$ cat src/spi_cfg_pkg.sv
// Purpose: constants and carrier types for the serial peripheral block
// Assumes: 32-bit AXI4-Lite register access, one word per register
// Notes: offsets and reset values are local choices
package spi_cfg_pkg;
	localparam logic [7:0] OFS_CTRL1 = 8'h00;
	localparam logic [7:0] OFS_CTRL2 = 8'h04;
	localparam logic [7:0] OFS_RATE  = 8'h08;
	localparam logic [7:0] OFS_FLAGS = 8'h0c;
	localparam logic [7:0] OFS_DATA  = 8'h10;
	localparam logic [7:0] CTRL1_RST = 8'h04;
	localparam logic [7:0] CTRL2_RST = 8'h00;
	localparam logic [7:0] RATE_RST  = 8'h00;
	localparam logic [7:0] CTRL1_MSK = 8'hff;
	localparam logic [7:0] CTRL2_MSK = 8'h1b;
	localparam logic [7:0] RATE_MSK  = 8'h77;
	localparam int B_IRQ = 7, B_EN = 6, B_TIE = 5, B_MST = 4;
	localparam int B_POL = 3, B_PHA = 2, B_SELECT_OUTPUT_ENABLE = 1, B_LSB = 0;
	localparam int B_FEN = 4, B_BOE = 3, B_SWAI = 1, B_SINGLE_WIRE_SELECT = 0;
	localparam int B_RXF = 7, B_TXE = 5, B_MODE_FAULT_FLAG = 4;
	localparam logic [1:0] RESP_OKAY   = 2'b00;
	localparam logic [1:0] RESP_SLVERR = 2'b10;

	typedef struct packed {
		logic sck;
		logic mosi;
		logic ss_n;
	} pins_out_t;

	typedef struct packed {
		logic sck_oe_n;
		logic mosi_oe_n;
		logic miso_oe_n;
		logic ss_oe_n;
	} pins_oe_t;
endpackage : spi_cfg_pkg

$ cat src/spi_cfg.sv
// Purpose: byte-wide serial peripheral interface, master or slave, AXI4-Lite registers
// Assumes: sys_clk 10 MHz, synchronous active-high rst, pins asynchronous
// Notes: slave mode samples pins through three flip-flops, so slave clock must be slow
//
// The implementer's own choices: the AXI4-Lite slave port and the address map.
`timescale 1ns/100ps
module spi_cfg (
	input  wire logic                   sys_clk,
	input  wire logic                   rst,
	input  wire logic [7:0]             s_axi_awaddr,
	input  wire logic                   s_axi_awvalid,
	output logic                        s_axi_awready,
	input  wire logic [31:0]            s_axi_wdata,
	input  wire logic [3:0]             s_axi_wstrb,
	input  wire logic                   s_axi_wvalid,
	output logic                        s_axi_wready,
	output logic [1:0]                  s_axi_bresp,
	output logic                        s_axi_bvalid,
	input  wire logic                   s_axi_bready,
	input  wire logic [7:0]             s_axi_araddr,
	input  wire logic                   s_axi_arvalid,
	output logic                        s_axi_arready,
	output logic [31:0]                 s_axi_rdata,
	output logic [1:0]                  s_axi_rresp,
	output logic                        s_axi_rvalid,
	input  wire logic                   s_axi_rready,
	input  wire logic                   wait_mode,
	input  wire logic                   sck_in,
	input  wire logic                   mosi_in,
	input  wire logic                   miso_in,
	input  wire logic                   ss_n_in,
	output spi_cfg_pkg::pins_out_t      pins_out,
	output spi_cfg_pkg::pins_oe_t       pins_oe,
	output logic                        irq
);
	import spi_cfg_pkg::*;

	// ==========================================================
	// register bus
	logic [7:0]  ctrl1_r, ctrl2_r, rate_r;
	logic [7:0]  aw_addr_r, rx_buf_r, tx_buf_r;
	logic [7:0]  wbyte_r;
	logic        aw_have_r, w_have_r, w_lane_r;
	logic        bvalid_r, rvalid_r;
	logic [31:0] rdata_r;
	logic [1:0]  bresp_r, rresp_r;
	logic        rxf_r, txe_r, mode_fault_flag_r, mode_fault_flag_armed_r;

	wire do_write = aw_have_r && w_have_r && !bvalid_r;
	wire do_read  = s_axi_arvalid && !rvalid_r;
	wire wr_c1    = do_write && aw_addr_r == OFS_CTRL1 && w_lane_r;
	wire wr_c2    = do_write && aw_addr_r == OFS_CTRL2 && w_lane_r;
	wire wr_br    = do_write && aw_addr_r == OFS_RATE && w_lane_r;
	wire wr_dat   = do_write && aw_addr_r == OFS_DATA && w_lane_r;
	wire rd_flag  = do_read && s_axi_araddr == OFS_FLAGS;
	wire rd_dat   = do_read && s_axi_araddr == OFS_DATA;

	function automatic logic known(input logic [7:0] a);
		known = a == OFS_CTRL1 || a == OFS_CTRL2 || a == OFS_RATE ||
			a == OFS_FLAGS || a == OFS_DATA;
	endfunction : known

	wire [7:0] flags = {rxf_r, 1'b0, txe_r, mode_fault_flag_r, 4'h0};
	logic [7:0] rsel;
	always_comb begin
		case (s_axi_araddr)
			OFS_CTRL1: rsel = ctrl1_r;
			OFS_CTRL2: rsel = ctrl2_r;
			OFS_RATE:  rsel = rate_r;
			OFS_FLAGS: rsel = flags;
			OFS_DATA:  rsel = rx_buf_r;
			default:   rsel = 8'h00;
		endcase
	end

	assign s_axi_awready = !aw_have_r;
	assign s_axi_wready  = !w_have_r;
	assign s_axi_arready = !rvalid_r;
	assign s_axi_bvalid  = bvalid_r;
	assign s_axi_bresp   = bresp_r;
	assign s_axi_rvalid  = rvalid_r;
	assign s_axi_rdata   = rdata_r;
	assign s_axi_rresp   = rresp_r;

	// ==========================================================
	// configuration fields
	wire en      = ctrl1_r[B_EN];
	wire master  = ctrl1_r[B_MST];
	wire clock_polarity    = ctrl1_r[B_POL];
	wire clock_phase    = ctrl1_r[B_PHA];
	wire lsb     = ctrl1_r[B_LSB];
	wire fen     = ctrl2_r[B_FEN];
	wire bidir   = ctrl2_r[B_SINGLE_WIRE_SELECT];
	wire halted  = wait_mode && ctrl2_r[B_SWAI];
	wire ss_fault_in = master && fen && !ctrl1_r[B_SELECT_OUTPUT_ENABLE];
	wire ss_drive    = master && fen && ctrl1_r[B_SELECT_OUTPUT_ENABLE];

	// ==========================================================
	// pin synchronisers (change taken when stages two and three agree)
	logic [2:0] s_sck, s_mosi, s_miso, s_ss;
	logic       f_sck_r, f_mosi_r, f_miso_r, f_ss_r;
	always_ff @(posedge sys_clk) begin
		s_sck  <= {s_sck[1:0], sck_in};
		s_mosi <= {s_mosi[1:0], mosi_in};
		s_miso <= {s_miso[1:0], miso_in};
		s_ss   <= {s_ss[1:0], ss_n_in};
		if (s_sck[2] == s_sck[1])
			f_sck_r <= s_sck[2];
		if (s_mosi[2] == s_mosi[1])
			f_mosi_r <= s_mosi[2];
		if (s_miso[2] == s_miso[1])
			f_miso_r <= s_miso[2];
		if (s_ss[2] == s_ss[1])
			f_ss_r <= s_ss[2];
	end

	// ==========================================================
	// master rate: prescale 1..8, then divide 2,4,..,256
	logic [2:0] pre_cnt_r;
	logic [7:0] div_cnt_r;
	wire  [2:0] pre_sel = rate_r[6:4];
	wire  [2:0] div_sel = rate_r[2:0];
	wire  pre_tick = pre_cnt_r == pre_sel;
	wire  [7:0] half_lim = 8'((8'h01 << div_sel) - 8'h01);
	wire  half_tick = pre_tick && div_cnt_r == half_lim;

	// ==========================================================
	// transfer engine
	typedef enum logic [1:0] {IDLE, LEAD, RUN, TAIL} st_t;
	st_t        st_r;
	logic [7:0] shf_r;
	logic [4:0] edg_r;
	logic       sck_r, out_bit_r, ss_r, last_sck_r, last_ss_r;
	wire  in_bit = master ? (bidir ? f_mosi_r : f_miso_r) : f_mosi_r;
	wire  [7:0] sh_in  = lsb ? {in_bit, shf_r[7:1]} : {shf_r[6:0], in_bit};
	wire  first_bit    = lsb ? tx_buf_r[0] : tx_buf_r[7];
	// the shifter has already moved by one sample, so the next bit sits at the end
	wire  next_bit     = lsb ? shf_r[0] : shf_r[7];
	// slave edges seen on filtered pins
	wire  s_edge  = f_sck_r != last_sck_r;
	wire  s_lead  = s_edge && (f_sck_r != clock_polarity);
	wire  s_sel   = !f_ss_r;
	wire  s_start = last_ss_r && !f_ss_r;
	wire  sample_edge = clock_phase ? !s_lead : s_lead;

	always_ff @(posedge sys_clk) begin
		last_sck_r <= f_sck_r;
		last_ss_r  <= f_ss_r;
		if (rst) begin
			ctrl1_r <= CTRL1_RST;
			ctrl2_r <= CTRL2_RST;
			rate_r <= RATE_RST;
			aw_have_r <= 1'b0;
			w_have_r <= 1'b0;
			bvalid_r <= 1'b0;
			rvalid_r <= 1'b0;
			bresp_r <= RESP_OKAY;
			rresp_r <= RESP_OKAY;
			rdata_r <= 32'h0000_0000;
			aw_addr_r <= 8'h00;
			wbyte_r <= 8'h00;
			w_lane_r <= 1'b0;
			rx_buf_r <= 8'h00;
			tx_buf_r <= 8'h00;
			rxf_r <= 1'b0;
			txe_r <= 1'b1;
			mode_fault_flag_r <= 1'b0;
			mode_fault_flag_armed_r <= 1'b0;
			st_r <= IDLE;
			shf_r <= 8'h00;
			edg_r <= 5'd0;
			sck_r <= 1'b0;
			out_bit_r <= 1'b0;
			ss_r <= 1'b1;
			pre_cnt_r <= 3'd0;
			div_cnt_r <= 8'h00;
		end else begin
			if (s_axi_awvalid && !aw_have_r) begin
				aw_have_r <= 1'b1;
				aw_addr_r <= {s_axi_awaddr[7:2], 2'b00};
			end
			if (s_axi_wvalid && !w_have_r) begin
				w_have_r <= 1'b1;
				wbyte_r <= s_axi_wdata[7:0];
				w_lane_r <= s_axi_wstrb[0];
			end
			if (do_write) begin
				aw_have_r <= 1'b0;
				w_have_r <= 1'b0;
				bvalid_r <= 1'b1;
				bresp_r <= known(aw_addr_r) ? RESP_OKAY : RESP_SLVERR;
			end else if (bvalid_r && s_axi_bready)
				bvalid_r <= 1'b0;
			if (do_read) begin
				rvalid_r <= 1'b1;
				rdata_r <= {24'h0, rsel};
				rresp_r <= known({s_axi_araddr[7:2], 2'b00}) ? RESP_OKAY : RESP_SLVERR;
			end else if (rvalid_r && s_axi_rready)
				rvalid_r <= 1'b0;
			if (wr_c1)
				ctrl1_r <= wbyte_r & CTRL1_MSK;
			if (wr_c2)
				ctrl2_r <= wbyte_r & CTRL2_MSK;
			if (wr_br)
				rate_r <= wbyte_r & RATE_MSK;
			if (rd_flag && mode_fault_flag_r)
				mode_fault_flag_armed_r <= 1'b1;
			if (wr_c1 && mode_fault_flag_armed_r) begin
				mode_fault_flag_r <= 1'b0;
				mode_fault_flag_armed_r <= 1'b0;
			end
			if (rd_dat)
				rxf_r <= 1'b0;
			if (wr_dat) begin
				tx_buf_r <= wbyte_r;
				txe_r <= 1'b0;
			end
			// fault: set wins over a clearing write in the same cycle
			if (en && ss_fault_in && !f_ss_r) begin
				mode_fault_flag_r <= 1'b1;
				mode_fault_flag_armed_r <= 1'b0;
				ctrl1_r[B_MST] <= 1'b0;
				st_r <= IDLE;
			end else if (!en) begin
				st_r <= IDLE;
				ss_r <= 1'b1;
				sck_r <= 1'b0;
			end else if (!halted) begin
				if (master) begin
					pre_cnt_r <= pre_tick ? 3'd0 : 3'(pre_cnt_r + 3'd1);
					if (pre_tick)
						div_cnt_r <= half_tick ? 8'h00 : 8'(div_cnt_r + 8'h01);
				end
				case (st_r)
					IDLE: begin
						sck_r <= 1'b0;
						if (master && !txe_r && !wr_dat) begin
							shf_r <= tx_buf_r;
							out_bit_r <= first_bit;
							txe_r <= 1'b1;
							ss_r <= 1'b0;
							edg_r <= 5'd0;
							st_r <= LEAD;
						end else if (!master && s_start) begin
							shf_r <= tx_buf_r;
							out_bit_r <= first_bit;
							if (!txe_r && !wr_dat)
								txe_r <= 1'b1;
							edg_r <= 5'd0;
							st_r <= RUN;
						end
					end
					LEAD: if (half_tick)
						st_r <= RUN;
					RUN: if (master ? half_tick : (s_edge && s_sel)) begin
						if (master)
							sck_r <= !sck_r;
						edg_r <= 5'(edg_r + 5'd1);
						if (master ? (clock_phase == sck_r) : sample_edge)
							shf_r <= sh_in;
						else if (clock_phase ? edg_r != 5'd0 : 1'b1)
							out_bit_r <= next_bit;
						if (clock_phase && edg_r == 5'd0)
							out_bit_r <= lsb ? shf_r[0] : shf_r[7];
						if (edg_r == 5'd15)
							st_r <= TAIL;
					end
					TAIL: if (master ? half_tick : 1'b1) begin
						rx_buf_r <= shf_r;
						rxf_r <= 1'b1;
						ss_r <= 1'b1;
						st_r <= IDLE;
					end
					default: st_r <= IDLE;
				endcase
				if (!master && st_r != IDLE && f_ss_r && !clock_phase)
					st_r <= IDLE;
			end
		end
	end

	// ==========================================================
	// pins
	wire drive_m = en && master;
	wire drive_s = en && !master && s_sel;
	assign pins_out.sck  = sck_r ^ clock_polarity;
	assign pins_out.mosi = out_bit_r;
	assign pins_out.ss_n = ss_r;
	assign pins_oe.sck_oe_n  = !drive_m;
	assign pins_oe.mosi_oe_n = !(bidir ? (drive_m && ctrl2_r[B_BOE]) : drive_m);
	assign pins_oe.miso_oe_n = !(bidir ? (drive_s && ctrl2_r[B_BOE]) : drive_s);
	assign pins_oe.ss_oe_n   = !(en && ss_drive);
	assign irq = (ctrl1_r[B_IRQ] && (rxf_r || mode_fault_flag_r)) || (ctrl1_r[B_TIE] && txe_r);
endmodule : spi_cfg

$ cat config.mk
export PLATFORM = sky130hd
export DESIGN_NAME = spi_cfg
export DESIGN_NICKNAME = d
export VERILOG_FILES = /design/src/spi_cfg_pkg.sv /design/src/spi_cfg.sv
export SDC_FILE = /design/constraint.sdc
export NUM_CORES = 1
export LEC_CHECK = 0
export ABC_AREA = 1
export BUFFER_PORTS_ARGS = -buffer_cell sky130_fd_sc_hd__buf_2
export CORE_MARGIN = 1.5
export CORE_UTILIZATION = 25
export DETAILED_ROUTE_END_ITERATION = 7
export HOLD_SLACK_MARGIN = 0.06
export PLACE_DENSITY = 0.51
export SLEW_MARGIN = 40
export SYNTH_ARGS = -nofsm -noshare
export SYNTH_HDL_FRONTEND = slang
export SYNTH_SLANG_ARGS = --single-unit
$ cat constraint.sdc
create_clock -name sys_clk -period 2.15 [get_ports sys_clk]
set_input_delay 0.215 -clock sys_clk [delete_from_list [all_inputs] [get_ports sys_clk]]
set_output_delay 0.215 -clock sys_clk [all_outputs]
set_load 0.005 [all_outputs]
Yosys cells after proc, flatten, opt, wreduce, memory -nomap -nowiden --
Index checks and enable logic that the tools add are counted.
Storage, ports and cells: bits in registers 116, bits of input ports 64, output and inout bits 49, word-level logic and storage cells 255
Operators by class: $add $sub $neg 4, eq/ne operators 42, shifts and indexed selects 1, muxes and demuxes 71, bitwise logic cells 4, reduce and logical (&&, ||, !) cells 95
Operators by type and width (number):
- $mux 8 | 6
- $logic_and 1x1->1 | 45
- $mux 1 | 45
- $pmux 8 s5 | 1
- $ne 3x3->1 const B | 11
- $eq 6x2->1 const B | 4
- $reduce_and 5->1 | 4
- $mux 2 | 9
- $eq 8x4->1 const B | 2
- $logic_not 1->1 | 16
- $logic_not 8->1 | 2
- $pmux 8 s2 | 1
- $mux 5 | 3
- $eq 6x1->1 const B | 2
- $eq 6x3->1 const B | 2
- $reduce_and 6->1 | 2
- $logic_or 1x1->1 | 10
- $pmux 5 s2 | 1
- $reduce_bool 2->1 | 5
- $add 8x1->8 const B | 1
- $eq 8x3->1 const B | 1
- $eq 8x5->1 const B | 1
- $eq 8x8->1 | 1
- $pmux 2 s4 | 1
- 26 further kinds | 41

Logic depth before layout (Yosys ltp) --
Gate-level depths: netlist of run 1.
word-level depth 13, gate-level depth with buffers 20, gate-level depth less buffers 19

Worst setup path before layout of run 1 --
No wires, ideal clock.
path type register to register, from reg rate_r[1], to reg rx_buf_r[6], setup time 0.119 ns, data arrival time 2.040 ns, required time 2.031 ns, slack -0.009 ns, stages on the path, launching flop included 18, buffers on the path 2, clock period less this slack 2.159 ns, cell sequence dfxtp_1 -> buf_6 -> nor2_4 -> nand2_2 -> ha_1 -> nand2_1 -> inv_1 -> nor2_1 -> nand3_1 -> nor2_1 -> nand2_1 -> nor2_2 -> nand2_1 -> a21oi_1 -> nand4_2 -> buf_2 -> o21ai_1 -> a21oi_1
On the way: word-level cells in the longest chain between the ends 6
Ends and longest elaborated chain:
- from (decl) | RTL line spi_cfg.sv:40 | logic [7:0] ctrl1_r, ctrl2_r, rate_r;
- from (signal assigned) | RTL line spi_cfg.sv:205 | rate_r <= wbyte_r & RATE_MSK;
- $shl 1x3->8 | RTL line spi_cfg.sv:124 | wire [7:0] half_lim = 8'((8'h01 << div_sel) - 8'h01);
- $sub 8x1->8 | RTL line spi_cfg.sv:124
- $eq 8x8->1 | RTL line spi_cfg.sv:125 | wire half_tick = pre_tick && div_cnt_r == half_lim;
- $logic_and 1x1->1 | RTL line spi_cfg.sv:125
- $mux 1 | RTL line spi_cfg.sv:268 | TAIL: if (master ? half_tick : 1'b1) begin
- $reduce_and 5->1 (no source line)
- to (signal assigned) | RTL line spi_cfg.sv:269 | rx_buf_r <= shf_r;
- to (decl) | RTL line spi_cfg.sv:41 | logic [7:0] aw_addr_r, rx_buf_r, tx_buf_r;
No other way between the ends. A chain may end at the register's enable or synchronous reset.

Worst setup path in the final report of run 1 --
from reg rate_r[0], to reg edg_r[2]
On the way: word-level cells in the longest chain between the ends 7
Ends and longest elaborated chain:
- $shl 1x3->8 | RTL line spi_cfg.sv:124
- $sub 8x1->8 | RTL line spi_cfg.sv:124
- $eq 8x8->1 | RTL line spi_cfg.sv:125
- $logic_and 1x1->1 | RTL line spi_cfg.sv:125
- $mux 1 | RTL line spi_cfg.sv:255 | RUN: if (master ? half_tick : (s_edge && s_sel)) begin
- $ne 2x2->1 (no source line)
- $reduce_and 6->1 (no source line)
- to (signal assigned) | RTL line spi_cfg.sv:258 | edg_r <= 5'(edg_r + 5'd1);
- to (decl) | RTL line spi_cfg.sv:132 | logic [4:0] edg_r;
No other way between the ends.

==> flow_summary_export.csv, run 1 <==
group,metric,value,unit
outcome,status,"complete, but fails checks",
outcome,violations,"setup timing",
routing,drtPass1Iterations,5,
timing,setup_viol,22,
place,dp_cells,1061,
synth,ys_warn_count,0,
clock_tree,cts-root-buf,"clkbuf_16",
die,row_count,53,
global_routing,grt_usage,13.3,%
routing,vias,4859,
clock_tree,cts_buffers,17,
setup_path,path_max_fanout,5,
cells_and_area,ff_latch_area,0.00233,sq mm
die,die_area,0.0226,sq mm
die,core_area,0.0212,sq mm
routing,final_antenna_net_count,0,
clock_tree,htreeDepth,4,
timing,finalCritPeriodShare,104,%
die,ioPinCount,113,
die,initial_utilization,25.7,%
routing,wirelength,14500,um
clock_tree,cts_max_path_buffers,2,
synth,syn_avg_cell_area,7.57,sq um
global_routing,overflow,0,
synth,post_synth_num_cell_types,50,
global_routing,grt_first_pass_wirelength,23200,um
routing,routedWlPerCell,13.1,um
synth,ys_ff_latch,114,
cells_and_area,syn_to_final_growth,30.1,%
setup_path,path_class,"reg2reg",
synth,synth_area,0.00544,sq mm
setup_path,required,2450,ps
place,port_buffers,57,
timing,hold_viol,0,
global_routing,antenna_found_initial,0,
place,globalplace.congestion,0.778,
cells_and_area,nFillCells,2258,
timing,fin_crit,2240,ps
synth,ys_seq_area_share,42.7,%
global_routing,grt_max_degree,58,
cells_and_area,nets,896,
routing,drt_iter0_markers,331,
setup_path,cp.arrival,2540,ps
timing,rsz0062_at_grt,"true",
pwr,ir_worst_vdd,0.000554,V
pwr,power_density,757,mW/mm^2
routing,vias_per_cell,4.38,
die,die_h,150,um
cells_and_area,num_antenna_cells,0,
timing,fin_skew,10.1,ps
clock_tree,clk_pin_slew_worst_paths,50,ps
global_routing,grt_pass1_vias,4495,
timing,worst_slack,-86.2,ps
clock_tree,clock_latency,410,ps
die,die_x,150,um
clock_tree,cts_tree,"done",
clock_tree,clock_sinks,114,
worst_hold_path,hp-class,"in2reg",
routing,drcViolationCount,0,
cells_and_area,drive_above_1_share,24.0,%
cells_and_area,multi_input_area,0.00274,sq mm
setup_path,start_kind,"flop",
timing,final_max_slew_viol_count,0,
cells_and_area,finalNonFillerCells,1109,
pwr,power.leakage,2.95,nW
synth,synthCells,718,
timing,max_freq,447,MHz
job,drv_cap,0,
timing,tns,-1120,ps
setup_path,setup.worst_path.end_class,"flop",
place,hpwl,10500,um
==> worst paths after layout <==
| check | start | endpoint | slack (ps) | depth (start not counted) |
|---|---|---|---|---|
| setup / recovery | rate_r[0] | edg_r[2] | -90 | 18 |
| hold / removal | s_axi_awvalid | aw_have_r | 70 | 3 |
| setup reg to reg | rate_r[0] | edg_r[2] | -90 | 18 |
| hold reg to reg | s_ss[0] | s_ss[1] | 320 | 0 |
==> layout make-up <==
cell class | count | area share [%]
flip-flops and latches | 114 | 32.9
inverters | 80 | 4.35
clock buffers | 23 | 6.61
clock inverters | 9 | 1.84
repair buffers | 111 | 10.6
well taps | 275 | 4.86
multi-input cells | 497 | 38.8
==> routing by layer <==
layer / up-vias / GRT usage, % / share of wire, %
li1: 2525 / - / -
met1: 2202 / 18.9 / 51
met2: 128 / 20.0 / 43
met3: 4 / 3.39 / 5.4
met4: 0 / 3.53 / 0.57
met5: - / 0 / 0
==> kinds of logic after synthesis <==
kind of cell               Yosys count  synth area share, %
AOI/OAI and AO/OA                  181                 17.8
buffers and inverters              132                 11.9
DFF                                114                 42.7
and+or+nand+nor                    262                 22.2
other                                1               0.0690
adders and majority gates           11                 2.53
xor gates and xnor gates            15                 2.42
muxes                                2                0.368
==> per-stage QoR <==
| stage | total power [mW] | utilization [%] | setup slack, ps | cell area [sq um] | hold WS (ps) |
|---|---|---|---|---|---|
| final | 5.35 | 33.4 | -86.2 | 7080 | 74.5 |
| after global routing | 5.58 | 33.4 | -303 | 7080 | 78.9 |
| after CTS | 5.42 | 32.6 | -133 | 6910 | 63.0 |
| after detailed placement | 2.52 | 29.0 | -197 | 6130 | 314 |
| after global placement | 2.52 | 29.0 | -198 | 6130 | 311 |
| after floorplan | 2.45 | - | 11.2 | 5540 | 243 |
==> sequential cells by signal, summed over array words and instances (netlist names), 2 cells and up <==
signal,cells
s_mosi,3
s_axi_rdata,8
edg_r,5
rx_buf_r,8
rate_r,6
pre_cnt_r,3
s_miso,3
s_sck,3
ctrl1_r,8
div_cnt_r,8
ctrl2_r,4
shf_r,8
s_ss,3
aw_addr_r,6
st_r,2
wbyte_r,8
tx_buf_r,8
==> power by group <==
part	switching (mW)	internal (mW)	total (mW)	leakage (nW)
logic	0.181	0.108	0.289	1.72
registers	0.0293	2.18	2.21	0.937
clock network	0.975	1.88	2.86	0.291
==> cell usage in the layout, fill, tap and decap left out, types with 3 or more instances in the layout <==
cell and n:
a21oi_1 77, a21oi_2 4, a31oi_1 3, buf_2 57, buf_4 39, buf_6 4, bufinv_16 3, clkbuf_1 4
clkbuf_16 17, clkinv_2 3, conb_1 26, dfxtp_1 108, dlygate4sd3_1 9, edfxtp_1 4, ha_1 10, inv_1 68
inv_2 9, nand2_1 113, nand2_2 13, nand2_4 6, nand3_1 27, nand3_2 6, nand4_1 8, nor2_1 56
nor2_2 6, nor2_4 5, nor3_1 7, nor4_1 3, o2111ai_1 3, o211ai_1 5, o21ai_0 69, o21ai_2 6
xnor2_1 7, xor2_1 8
==> timing repair <==
action	in CTS	in global routing
hold buffers	9	0
pin swaps	8	18
resized for setup	21	41
buffers inserted	4	3
endpoints found under the hold margin	9	0
endpoints found under the setup margin	27	35
cloned	0	1
==> worst max-delay path, cell delays in order (launching register included) <==
cell,delay [ps]
dfxtp_4,350
nor2_4,110
nand2_2,80
ha_4,220
nand2_2,60
inv_2,30
nor2_2,90
nand3_1,80
nor2_1,100
nand2_1,90
nor2_4,120
nand3_2,80
nand2_2,90
nand2_4,60
nor2_4,200
buf_6,150
nand2_2,40
xor2_1,120
nor2_1,60
==> Yosys cell counts, drive strengths merged <==
cell	number	share of area (%)
a2111oi	1	0.16
a211oi	2	0.28
a21boi	1	0.14
a21oi	82	7.5
a22o	1	0.16
a31oi	3	0.35
buf	35	5.1
clkbuf	17	1.2
clkinv	1	0.069
conb	1	0.069
dfxtp	110	41
edfxtp	4	2.2
ha	11	2.5
inv	79	5.5
mux2i	2	0.37
nand2	132	9.6
nand3	35	3.5
nand3b	1	0.14
nand4	9	1.2
nor2	67	5.4
nor3	8	0.94
nor3b	2	0.28
nor4	5	0.81
o2111ai	3	0.48
o211ai	5	0.69
o21a	2	0.28
o21ai	77	7.2
o221ai	2	0.32
o22ai	1	0.12
o31ai	1	0.14
or2	2	0.23
or4	1	0.14
xnor2	7	1.1
xor2	8	1.3
No activity file was read; power rests on OpenSTA's default activity.
==> run 2, diff against run 1 <==
- CTS_CLUSTER_SIZE: unset -> 25
- clock period: 2.15 -> 2 ns (I/O delays scaled with it)
==> flow_summary_export.csv, run 2 (same netlist as run 1, synthesis figures left out) <==
group,metric,value,unit
timing,tightest_slew,559,ps
die,core_area,0.0212,sq mm
routing,vias,4916,
place,port_buffers,57,
global_routing,overflow,0,
routing,drtPass1Iterations,5,
cells_and_area,nets,905,
pwr,ir_worst_vdd,0.000428,V
timing,setup_viol,35,
cells_and_area,drive_above_1_share,26.9,%
clock_tree,clock_latency,410,ps
timing,slew_headroom,62.7,%
clock_tree,cts_buffers,17,
die,initial_utilization,25.7,%
timing,tns,-7220,ps
timing,fin_crit,2280,ps
timing,hold_viol,0,
clock_tree,htreeDepth,4,
timing,fin_skew,7.34,ps
global_routing,grt_max_degree,47,
setup_path,path_max_fanout,7,
routing,routedWlPerCell,13.2,um
clock_tree,cts_tree,"done",
clock_tree,cts-root-buf,"clkbuf_16",
place,globalplace.congestion,0.824,
timing,max_freq,438,MHz
routing,final_antenna_net_count,0,
setup_path,required,2280,ps
pwr,total_power,5.63,mW
worst_hold_path,hp-class,"in2reg",
place,pre_cts_slack,-362,ps
outcome,status,"complete, but fails checks",
global_routing,grt_usage,13.5,%
cells_and_area,layout_commonest_cell,"nand2_1",
pwr,power_density,775,mW/mm^2
place,dpl_cell_area,0.00620,sq mm
global_routing,grt_first_pass_wirelength,23400,um
routing,drcViolationCount,0,
clock_tree,clk_pin_slew_worst_paths,60,ps
die,row_count,53,
routing,vias_per_cell,4.40,
cells_and_area,syn_to_final_growth,33.7,%
cells_and_area,finalInstanceArea,0.00727,sq mm
outcome,violations,"setup timing",
timing,rsz0062_at_grt,"true",
cells_and_area,final_util,34.4,%
job,drv_cap,0,
timing,final_max_slew_viol_count,0,
place,hpwl,11000,um
global_routing,antenna_found_initial,0,
routing,drt_iter0_markers,261,
die,ioPinCount,113,
die,die_x,150,um
setup_path,setup.worst_path.end_class,"flop",
routing,wirelength,14800,um
pwr,power.leakage,2.97,nW
setup_path,cp.arrival,2560,ps
die,die_area,0.0226,sq mm
cells_and_area,num_antenna_cells,0,
setup_path,path_class,"reg2reg",
timing,finalCritPeriodShare,114,%
timing,worst_slack,-283,ps
clock_tree,cts_max_path_buffers,2,
setup_path,start_kind,"flop",
global_routing,grt_pass1_vias,4453,
clock_tree,clock_sinks,114,
cells_and_area,layout_common_cells,"113 x nand2_1, 107 x dfxtp_1, 68 x inv_1",
die,die_h,150,um
[run 2: cell count changes in the layout (fill, tap and decap cells not counted), moves of 3 or more]
cell,previous run,this run
o21ai_1,0,4
a21oi_2,4,14
nand2_4,6,3
o21ai_0,69,66
buf_4,39,43
buf_6,4,8
a21oi_1,77,66
[run 2: cell type report]
| cell class | instances | area (sq um) |
|---|---|---|
| Inverter | 80 | 325 |
| Clock buffer | 21 | 460 |
| Tap cell | 275 | 344 |
| Multi-Input combinational cell | 498 | 2870 |
| Fill cell | 2240 | 13900 |
| Timing Repair Buffer | 119 | 828 |
| Clock inverter | 11 | 111 |
| Sequential cell | 114 | 2330 |
[run 2: worst paths after layout]
| check | start | to | slack, ps | depth (start not counted) |
|---|---|---|---|---|
| worst max register to register | rate_r[1] | out_bit_r | -280 | 19 |
| worst max-delay path | rate_r[1] | out_bit_r | -280 | 19 |
| worst min-delay path | s_axi_wdata[7] | wbyte_r[7] | 70 | 3 |
| worst min register to register | s_miso[0] | s_miso[1] | 320 | 0 |
[run 2: critical path, cell delays in order (launching register included)]
cell     delay (ps)
dfxtp_4         360
nor2_4          120
nand2_2          80
ha_4            220
nand2_2          60
inv_2            30
nor2_2           90
nand3_1          80
nor2_1          100
nand2_1          80
nor2_4          170
nand3_2          80
nand2_2          90
nand2_2          70
nor2_4          100
buf_12          140
buf_4           120
nand2_1          50
nand2_1          50
a21oi_1          50
[run 2: timing repair]
action                     CTS  global route
hold endpoints to repair     9             0
setup endpoints to repair   35            35
buffers inserted             3             4
gates cloned                 1             0
hold buffers                 9             0
pin swaps                    3            33
resized for setup           29            64
[run 2: metrics by stage]
stage | instances | hold WS, ps
global placement | 1069 | 303
finish | 1118 | 72.6
global route | 1118 | 75.3
floorplan | 743 | 228
CTS | 1114 | 62.7
detailed placement | 1069 | 304
[run 2: routing by layer]
metal / routed length, um / track usage [%] / part of all wire [%] / vias to the layer above
met1: 7370 / 18.9 / 50 / 2230
met5: 0 / 0 / 0 / -
met2: 6470 / 20.1 / 44 / 114
met4: 209 / 4.90 / 1.4 / 0
met3: 757 / 3.18 / 5.1 / 12
li1: - / - / - / 2560
[run 2: where the power goes]
group	switching, mW	internal (mW)	total (mW)
combinational	0.205	0.122	0.327
clock	1.05	1.88	2.93
sequential	0.0317	2.34	2.38
total	1.29	4.35	5.63
